[config.mk]
export PLATFORM = sky130hd
export DESIGN_NAME = pci_master_cfg
export DESIGN_NICKNAME = d
export VERILOG_FILES = /design/src/include/pci_master_cfg_pkg.sv /design/src/rtl/pci_master_cfg.sv
export VERILOG_INCLUDE_DIRS = /design/src /design/src/include
export SDC_FILE = /design/constraint.sdc
export NUM_CORES = 1
export LEC_CHECK = 0
export ABC_AREA = 1
export BUFFER_PORTS_ARGS = -buffer_cell sky130_fd_sc_hd__buf_2
export CAP_MARGIN = 30
export CORE_MARGIN = 5
export CORE_UTILIZATION = 41
export CTS_CLUSTER_DIAMETER = 80
export DETAILED_ROUTE_END_ITERATION = 7
export SYNTH_ARGS = -nofsm -noshare
export SYNTH_HDL_FRONTEND = slang
export SYNTH_SLANG_ARGS = --single-unit
[constraint.sdc]
create_clock -name CLK -period 2.66 [get_ports CLK]
set_input_delay 0.133 -clock CLK [delete_from_list [all_inputs] [get_ports CLK]]
set_output_delay 0.133 -clock CLK [all_outputs]
set_load 0.01 [all_outputs]
[src/include/pci_master_cfg_regs.svh]
// register offsets, field positions, reset values of the master config
// and hook register bank; included by the design
`ifndef PCI_MASTER_CFG_REGS_SVH
`define PCI_MASTER_CFG_REGS_SVH
`define OFS_MASTER_CFG 12'h300
`define OFS_ADDR_SUB_BASE 12'h200
`define OFS_IDENTITY_PROG 12'h394
`define OFS_CLASS_REV_PROG 12'h39c
`define OFS_SUBSYS_PROG 12'h3a0
`define OFS_LAT_GNT_PROG 12'h3a4
`define OFS_CFG_COMPLETE 12'h3ac
`define OFS_STATUS 12'h304
`define BIT_CFG_FLUSH 10
`define BIT_IO_FLUSH 9
`define BIT_MEM_FLUSH 8
`define BIT_RD_MULT 2
`define BIT_RD_LINE 1
`define BIT_WR_INV 0
`define MASTER_CFG_MASK 32'h0000_0707
`define ADDR_SUB_MASK 32'hff80_0000
`define LAT_GNT_MASK 32'h0000_ffff
`define SUB_MSB 31
`define SUB_LSB 23
`define NUM_SUB 32
`define RST_MASTER_CFG 32'h0000_0000
`define RST_ADDR_SUB 32'h0000_0000
`define RST_IDENTITY 32'h0000_0000
`define RST_CLASS_REV 32'h0000_0000
`define RST_SUBSYS 32'h0000_0000
`define RST_LAT_GNT 32'h0000_0000
`define RST_CFG_COMPLETE 32'h0000_0000
`define BURST_MIN_LINE 8'h08
`endif

[src/include/pci_master_cfg_pkg.sv]
// types for the master config and hook register bank
// assumes the _regs.svh header for all figures
package pci_master_cfg_pkg;
   // master memory request from the internal master memory interface
   typedef struct packed
   {
      logic valid;
      logic write;
      logic [31:0] addr;
      logic [7:0] burst_len;
   } mem_req_t;
   // command issued on the bus by the command generator
   typedef enum logic [3:0]
   {
      CMD_MEM_READ = 4'h6,
      CMD_MEM_WRITE = 4'h7,
      CMD_MEM_READ_MULT = 4'hc,
      CMD_MEM_READ_LINE = 4'he,
      CMD_MEM_WRITE_INV = 4'hf
   } bus_cmd_t;
   typedef struct packed
   {
      logic valid;
      bus_cmd_t cmd;
      logic [31:0] addr;
   } bus_issue_t;
   typedef struct packed
   {
      logic cfg_pending;
      logic io_pending;
      logic mem_held;
      mem_req_t mem;
   } proxy_hold_t;
   typedef enum logic [2:0]
   {
      ST_IDLE = 3'b001,
      ST_HOLD = 3'b010,
      ST_ISSUE = 3'b100
   } mem_state_t;
endpackage

[src/rtl/pci_master_cfg.sv]
// register bank for master config, address substitution and hook regs,
// plus the master memory request gate that these registers steer.
// assumes an APB master on CLK and pci reset as a synchronous pulse.
// the internal master holds a request until MEM_REQ_READY is high.
//
// Added by the designer: register access over APB.
`timescale 1ns/100ps
`include "pci_master_cfg_regs.svh"
module pci_master_cfg
   import pci_master_cfg_pkg::*;
(
   input wire logic CLK,
   input wire logic RST,
   input wire logic PSEL,
   input wire logic PENABLE,
   input wire logic PWRITE,
   input wire logic [11:0] PADDR,
   input wire logic [31:0] PWDATA,
   output logic [31:0] PRDATA,
   output logic PREADY,
   output logic PSLVERR,
   input wire logic PCI_RST,
   input wire logic BUS_MASTER_ENABLE,
   input wire logic CFG_PROXY_REQ,
   input wire logic IO_PROXY_REQ,
   input wire logic PROXY_DONE,
   output logic CFG_PROXY_PENDING,
   output logic IO_PROXY_PENDING,
   input wire mem_req_t MEM_REQ,
   output logic MEM_REQ_READY,
   output bus_issue_t BUS_ISSUE,
   input wire logic BUS_ISSUE_READY,
   output logic [31:0] IDENTITY_MIRROR,
   output logic [31:0] CLASS_REVISION_MIRROR,
   output logic [31:0] SUBSYSTEM_MIRROR,
   output logic [15:0] LATENCY_GRANT_MIRROR,
   output logic HOST_ACCESS_ALLOWED
);

   // ------------------------------------------------------------
   // state
   // ------------------------------------------------------------
   // program registers and mirrors are kept apart, so a program write
   // never disturbs the live header until the next pci reset
   typedef struct packed
   {
      logic [31:0] master_configuration;
      logic [`NUM_SUB-1:0][8:0] upper_addr_replace;
      logic [31:0] identity_program;
      logic [31:0] class_revision_program;
      logic [31:0] subsystem_identity_program;
      logic [15:0] latency_grant_program;
      logic configuration_complete;
      logic [31:0] identity_mirror;
      logic [31:0] class_revision_mirror;
      logic [31:0] subsystem_mirror;
      logic [15:0] latency_grant_mirror;
      proxy_hold_t hold;
      mem_state_t mstate;
      bus_issue_t issue;
      logic [31:0] prdata;
   } state_t;

   state_t cur;
   state_t next_cur;
   logic [31:0] sub_rd [`NUM_SUB];
   logic access;
   logic wr;
   logic rd;
   logic is_sub;
   logic [4:0] sub_idx;
   logic mapped;
   logic [31:0] rdata;
   logic read_mult_en;
   logic read_line_en;
   logic write_inv_en;
   logic mem_flush_en;
   logic long_burst;
   logic [31:0] xlat_addr;
   bus_cmd_t mem_cmd;

   // ------------------------------------------------------------
   // apb decode
   // ------------------------------------------------------------
   // zero wait states: every access completes in its first access cycle;
   // read data is loaded at the setup edge, so it already stands in the
   // access phase where the master samples it together with pready
   assign access = PSEL & PENABLE;
   assign wr = access & PWRITE;
   assign rd = PSEL & ~PENABLE & ~PWRITE;
   assign is_sub = (PADDR[11:7] == 5'(`OFS_ADDR_SUB_BASE >> 7));
   assign sub_idx = PADDR[6:2];
   assign PREADY = 1'b1;
   // unmapped or misaligned: error response, write dropped, read zero
   assign PSLVERR = access & ~mapped;
   assign PRDATA = cur.prdata;

   // substitution registers read back with reserved bits as zero
   // (the reserved low bits are not stored, so they cannot read back)
   generate
      for (genvar i = 0; i < `NUM_SUB; i++)
      begin : g_sub
         assign sub_rd[i] = {cur.upper_addr_replace[i], 23'h000000};
      end
   endgenerate

   // read mux, also flags unmapped or misaligned addresses;
   // misaligned offsets are refused, not rounded down, so software
   // never reaches a neighbouring register by accident
   always_comb
   begin
      rdata = 32'h0000_0000;
      mapped = 1'b1;
      if (PADDR[1:0] != 2'h0)
         mapped = 1'b0;
      else if (is_sub)
         rdata = sub_rd[sub_idx];
      else
         case (PADDR)
            `OFS_MASTER_CFG: rdata = cur.master_configuration;
            `OFS_IDENTITY_PROG: rdata = cur.identity_program;
            `OFS_CLASS_REV_PROG: rdata = cur.class_revision_program;
            `OFS_SUBSYS_PROG: rdata = cur.subsystem_identity_program;
            `OFS_LAT_GNT_PROG: rdata = {16'h0000, cur.latency_grant_program};
            `OFS_CFG_COMPLETE: rdata = {31'h0, cur.configuration_complete};
            `OFS_STATUS: rdata = {27'h0, cur.hold.mem_held,
               cur.hold.io_pending, cur.hold.cfg_pending, 2'h0};
            default: mapped = 1'b0;
         endcase
   end

   // ------------------------------------------------------------
   // master memory path
   // ------------------------------------------------------------
   // enables come from the live register: a change applies to the next
   // request that leaves the hold state, never to one already issued
   assign read_mult_en = cur.master_configuration[`BIT_RD_MULT];
   assign read_line_en = cur.master_configuration[`BIT_RD_LINE];
   assign write_inv_en = cur.master_configuration[`BIT_WR_INV];
   assign mem_flush_en = cur.master_configuration[`BIT_MEM_FLUSH];
   assign long_burst = cur.hold.mem.burst_len >= `BURST_MIN_LINE;
   // window slot picked by address bits 27-23 of the 256 MB window
   assign xlat_addr = {cur.upper_addr_replace[cur.hold.mem.addr[27:23]],
      cur.hold.mem.addr[22:0]};

   // command choice; the enhanced commands only when software allows
   // short bursts always fall back to the plain read or write command
   always_comb
   begin
      if (cur.hold.mem.write)
         mem_cmd = (long_burst && write_inv_en) ? CMD_MEM_WRITE_INV
            : CMD_MEM_WRITE;
      else if (long_burst && read_mult_en)
         mem_cmd = CMD_MEM_READ_MULT;
      else if (long_burst && read_line_en)
         mem_cmd = CMD_MEM_READ_LINE;
      else
         mem_cmd = CMD_MEM_READ;
   end

   // the gate takes a request only when idle; flushing also drains
   // issue is a register, so it stands unchanged until the agent takes it
   assign MEM_REQ_READY = (cur.mstate == ST_IDLE);
   assign BUS_ISSUE = cur.issue;
   assign CFG_PROXY_PENDING = cur.hold.cfg_pending;
   assign IO_PROXY_PENDING = cur.hold.io_pending;
   assign IDENTITY_MIRROR = cur.identity_mirror;
   assign CLASS_REVISION_MIRROR = cur.class_revision_mirror;
   assign SUBSYSTEM_MIRROR = cur.subsystem_mirror;
   assign LATENCY_GRANT_MIRROR = cur.latency_grant_mirror;
   assign HOST_ACCESS_ALLOWED = cur.configuration_complete;

   // ------------------------------------------------------------
   // next state
   // ------------------------------------------------------------
   always_comb
   begin
      next_cur = cur;
      next_cur.prdata = rd ? rdata : cur.prdata;
      // register writes, reserved bits masked away
      if (wr && mapped)
      begin
         if (is_sub)
            next_cur.upper_addr_replace[sub_idx] =
               PWDATA[`SUB_MSB:`SUB_LSB];
         else
            case (PADDR)
               `OFS_MASTER_CFG: next_cur.master_configuration =
                  PWDATA & `MASTER_CFG_MASK;
               `OFS_IDENTITY_PROG: next_cur.identity_program = PWDATA;
               `OFS_CLASS_REV_PROG: next_cur.class_revision_program = PWDATA;
               `OFS_SUBSYS_PROG: next_cur.subsystem_identity_program = PWDATA;
               `OFS_LAT_GNT_PROG: next_cur.latency_grant_program =
                  PWDATA[15:0];
               `OFS_CFG_COMPLETE: next_cur.configuration_complete = PWDATA[0];
               default: ;
            endcase
      end
      // pci reset latches the hook values into the live header;
      // it is a level, so while it stays high the mirrors follow the
      // program registers and a write in that window reaches them too
      if (PCI_RST)
      begin
         next_cur.identity_mirror = cur.identity_program;
         next_cur.class_revision_mirror = cur.class_revision_program;
         next_cur.subsystem_mirror = cur.subsystem_identity_program;
         next_cur.latency_grant_mirror = cur.latency_grant_program;
      end
      // proxy jobs: done clears, new request sets and wins over done;
      // a flush beats a new request, else a job would sit pending with
      // the master off and nothing left to serve it
      if (PROXY_DONE)
      begin
         next_cur.hold.cfg_pending = 1'b0;
         next_cur.hold.io_pending = 1'b0;
      end
      if (!BUS_MASTER_ENABLE && cur.master_configuration[`BIT_CFG_FLUSH])
         next_cur.hold.cfg_pending = 1'b0;
      else if (CFG_PROXY_REQ)
         next_cur.hold.cfg_pending = 1'b1;
      if (!BUS_MASTER_ENABLE && cur.master_configuration[`BIT_IO_FLUSH])
         next_cur.hold.io_pending = 1'b0;
      else if (IO_PROXY_REQ)
         next_cur.hold.io_pending = 1'b1;
      // memory request gate; while flushing it still shows ready, so the
      // request is consumed and dropped instead of stalling the master
      next_cur.hold.mem_held = 1'b0;
      case (cur.mstate)
         ST_IDLE:
         begin
            if (MEM_REQ.valid && !(!BUS_MASTER_ENABLE && mem_flush_en))
            begin
               next_cur.hold.mem = MEM_REQ;
               next_cur.mstate = ST_HOLD;
            end // else dropped when flushing
         end
         ST_HOLD:
         begin
            if (BUS_MASTER_ENABLE)
            begin
               next_cur.issue.valid = 1'b1;
               next_cur.issue.cmd = mem_cmd;
               next_cur.issue.addr = xlat_addr;
               next_cur.mstate = ST_ISSUE;
            end
            else if (mem_flush_en)
               next_cur.mstate = ST_IDLE;
            else
               next_cur.hold.mem_held = 1'b1;
         end
         ST_ISSUE:
         begin
            // the agent's ready ends the issue; the gate frees on that same edge
            if (BUS_ISSUE_READY)
            begin
               next_cur.issue.valid = 1'b0;
               next_cur.mstate = ST_IDLE;
            end
         end
         default: next_cur.mstate = ST_IDLE;
      endcase
   end

   // ------------------------------------------------------------
   // registers
   // ------------------------------------------------------------
   // synchronous reset; the struct clear covers every field, the named
   // values restate the config and hook program registers; mstate gets ST_IDLE
   always_ff @(posedge CLK)
   begin
      if (RST)
      begin
         cur <= '0;
         cur.master_configuration <= `RST_MASTER_CFG;
         cur.identity_program <= `RST_IDENTITY;
         cur.class_revision_program <= `RST_CLASS_REV;
         cur.subsystem_identity_program <= `RST_SUBSYS;
         cur.latency_grant_program <= 16'(`RST_LAT_GNT);
         cur.configuration_complete <= 1'(`RST_CFG_COMPLETE);
         cur.mstate <= ST_IDLE;
      end
      else
         cur <= next_cur;
   end
endmodule

==> metrics.md <==
| Metric | Value |
|---|---|
| Status | `complete, no violations` |
| Switching share of power | `0.276` |
| Worst-margin pin slew | `about 930 ps` |
| Synthesized Nets | `4789` |
| Share of layout cells above drive strength 1 | `0.123` |
| Startpoint Class | `flip-flop` |
| CORE AREA | `74400 sq um` |
| Seq cells post-synth | `628` |
| Crit-path max FO | `46` |
| Critical Path Sink Type | `flip-flop` |
| CP cell instances | `buf_4 > o21ai_0 > o22ai_1 > nand2_1 > nand2_1 > nand2_1 > nand3_1 > o21ai_0 > a21oi_1` |
| Post-synth EDFFs | `0` |
| Routed WL | `109 mm` |
| Max_cap viols | `0` |
| Setup TNS | `0 ps` |
| Post-Synth Adder-Cell Area | `0` |
| Final nets | `4883` |
| Hold path startpoint | `PWRITE` |
| Ranking of synthesized cells by area | `dfxtp_1, nor2_1, nand2_1` |
| Ys Warns | `0` |
| Final Skew | `approximately 33 ps` |
| Synth async-reset ratio | `0` |
| Bufs and invs on worst path | `1` |
| Mapped Avg Cell Area | `roughly 6.6 sq um` |
| Crit path time final | `2370 ps` |
| Setup violators final | `0` |
| Worst hold path class | `in -> reg` |
| Io pins | `around 280` |
| Sequential Power Share | `0.428` |
| Drt wl/cell | `approximately 19 um` |
| Post-synthesis simple-gate area fraction | `0.333` |
| Die H | `between 200 and 300 um` |
| CP Class | `reg -> reg` |
| Arr. time, crit path | `between 2000 and 3000 ps` |
| Power Density | `634 nW/um^2` |
| VDD IR max | `0.471 mV` |
| Final core utilization | `0.478` |
| Tot GR Track Use | `0.259` |
| Die ar. | `80700 sq um` |
| Synth top area share | `0.408` |
| Worst hold slack | `37.7 ps` |
| Placer congestion estimate | `0.889` |
| Buffers on Ports | `about 280` |
| Slowest CP cell | `buf_4` |
| Pint | `0.0163 W` |
| Number of global-route vias before repair | `28300` |
| Cell area after synthesis | `30800 sq um` |
| Post-synthesis xor/xnor area fraction | `0` |
| Clock-pin slew on the worst setup and hold paths | `60 ps` |
| DR vias/cell | `5.27` |
| Unique masters post-synth | `36` |
| Max Slew Vio Count | `0` |
| Top cells by count, synth | `nor2_1, nand2_1, dfxtp_1, o21ai_0, nand3_1` |
| Fill cells | `7657` |
| Drt pass-1 iters | `6` |
| Synth Area in Compound Gates | `0.146` |
| Worst EP required | `3210 ps` |
| Clock Latency Late Sink | `640 ps` |
| HPWL Detailed | `71.6 mm` |
| Min setup slack post-route | `295 ps` |
| Net Sw Power | `a little over 0.006 W` |
| Post-synthesis cell count | `4692` |
| RSZ-0062 raised after global routing | `no` |
| Slew Limit Headroom | `0.380` |
| Pre-CTS setup slack | `105 ps` |
| Worst setup path startpoint | `cur[103]` |
| Largest family of logic cells by synthesized area | `simple AND/OR/NAND/NOR gates` |
| Starting density of the core | `0.414` |
| RR Startpoint | `cur[103]` |
| Leakage power | `about 15 nW` |
| Seq/Total Area, Yosys | `0.408` |
| Antenna violations before repair | `6` |
| Final ANT Viol Nets | `0` |
| TritonCTS buffer count | `74` |
| Synth area leader | `dfxtp_1` |
| Gr ovfl total | `0` |
| Worst path top cell family by delay | `compound AO/OA/AOI/OAI gates` |
| Die Wd | `284 um` |
| Htree depth | `3` |
| Final-report hold violation count | `0` |
| Vias | `just over 30000` |
| CTS max path bufs | `3` |
| Period utilization | `0.889` |
| CTS tree | `built` |
| Num rows | `100` |
| Root buffer cell | `clkbuf_16` |
| Share of power burned in the clock network | `0.455` |
| CP most frequent cell | `nand2_1` |
| Max Fclk | `423 MHz` |
| Combinational cell fraction of total power | `0.117` |
| DR iter-0 viols | `between 3000 and 4000` |
| CP peak stage delay | `~450 ps` |
| # DRC | `0` |
| Largest net degree at the start of global routing | `~180` |
| Most common cell in the netlist | `nor2_1` |
| Dominant synthesized flop cell | `dfxtp_1` |
| Mux cell area share after synthesis | `0` |
| Area growth syn-to-layout | `15.5%` |
| Clock tree sinks | `628` |
| First-pass GRT wire length | `169 mm` |
==> metal layers <==
| metal | GRT usage | up-vias | part of all wire |
|---|---|---|---|
| met5 | 0 | - | 0 |
| met4 | 0.0816 | 0 | 0.032 |
| met3 | 0.0463 | 207 | 0.078 |
| met2 | 0.418 | 1184 | 0.45 |
| met1 | 0.355 | 14100 | 0.44 |
| li1 | - | 15100 | - |
==> state kept, by name, summed over array words and instances (netlist names) <==
signal / count
BUS_ISSUE: 37
CFG_PROXY_PENDING: 1
CLASS_REVISION_MIRROR: 32
HOST_ACCESS_ALLOWED: 1
IDENTITY_MIRROR: 32
IO_PROXY_PENDING: 1
LATENCY_GRANT_MIRROR: 16
PRDATA: 32
SUBSYSTEM_MIRROR: 32
cur: 444
==> power by group through the flow <==
stage	Combinational (W)	Sequential (W)	Clock, W
after floorplan	0.00161	0.00982	0
after global placement	0.00247	0.00986	0
after detailed placement	0.00248	0.00986	0
after CTS	0.00258	0.00966	0.0104
after global routing	0.00285	0.00967	0.0108
final	0.00263	0.00966	0.0103
==> tightest hold or removal path, delay by kind of cell <==
family	cells	cell delay, ps
AO/OA/AOI/OAI	2	140
AND/OR/NAND/NOR	1	70
buffers and inverters	2	280
==> logic make-up after synthesis <==
family / after synthesis
flops: 628
other cells: 1
simple gates: 2509
compound gates: 845
buf+inv: 709
==> per-stage QoR <==
stage | total power (W) | area [sq um] | std cells
detailed placement | 0.0123 | 32300 | 5603
global placement | 0.0123 | 32300 | 5603
global route | 0.0233 | 35600 | 5815
finish | 0.0225 | 35600 | 5816
floorplan | 0.0114 | 30800 | 4692
CTS | 0.0226 | 35600 | 5813
==> final cells by class <==
type,count,area (sq um),area share
timing repair buffer,497,3650,0.103
inverter,230,872,0.0245
clock inverter,20,320,0.00901
clock buffer,114,2140,0.0602
multi-input combinational,3355,14800,0.416
tap,969,1210,0.0341
sequential,628,12600,0.354
antenna,3,7.51,0.000211
==> worst paths after layout <==
kind                            cells after the start  slack, ps            end
worst min register to register                      2        450        cur[75]
worst min-delay path                                5         40     PRDATA[15]
worst max-delay path                                9        290  BUS_ISSUE[28]
worst max register to register                      9        290  BUS_ISSUE[28]
==> layout by cell type, fill, tap and decap left out, types with 14 or more instances in the layout <==
cell,count
nor2_1,1140
nand2_1,926
dfxtp_1,626
o21ai_0,408
nand3_1,368
a21oi_1,287
buf_2,273
inv_1,214
buf_4,115
o22ai_1,112
dlygate4sd3_1,76
clkbuf_16,74
buf_12,33
nor2_4,32
clkbuf_1,26
o22a_1,16
clkbuf_8,14
==> what timing repair did <==
item                                    in CTS  in global routing
endpoints found under the hold margin      151                  0
setup buffers                                0                  0
hold buffers                                76                  0
endpoints found under the setup margin       0                  0
resized for setup                            0                  0
Note: power is estimated with default switching activity, not from simulation.
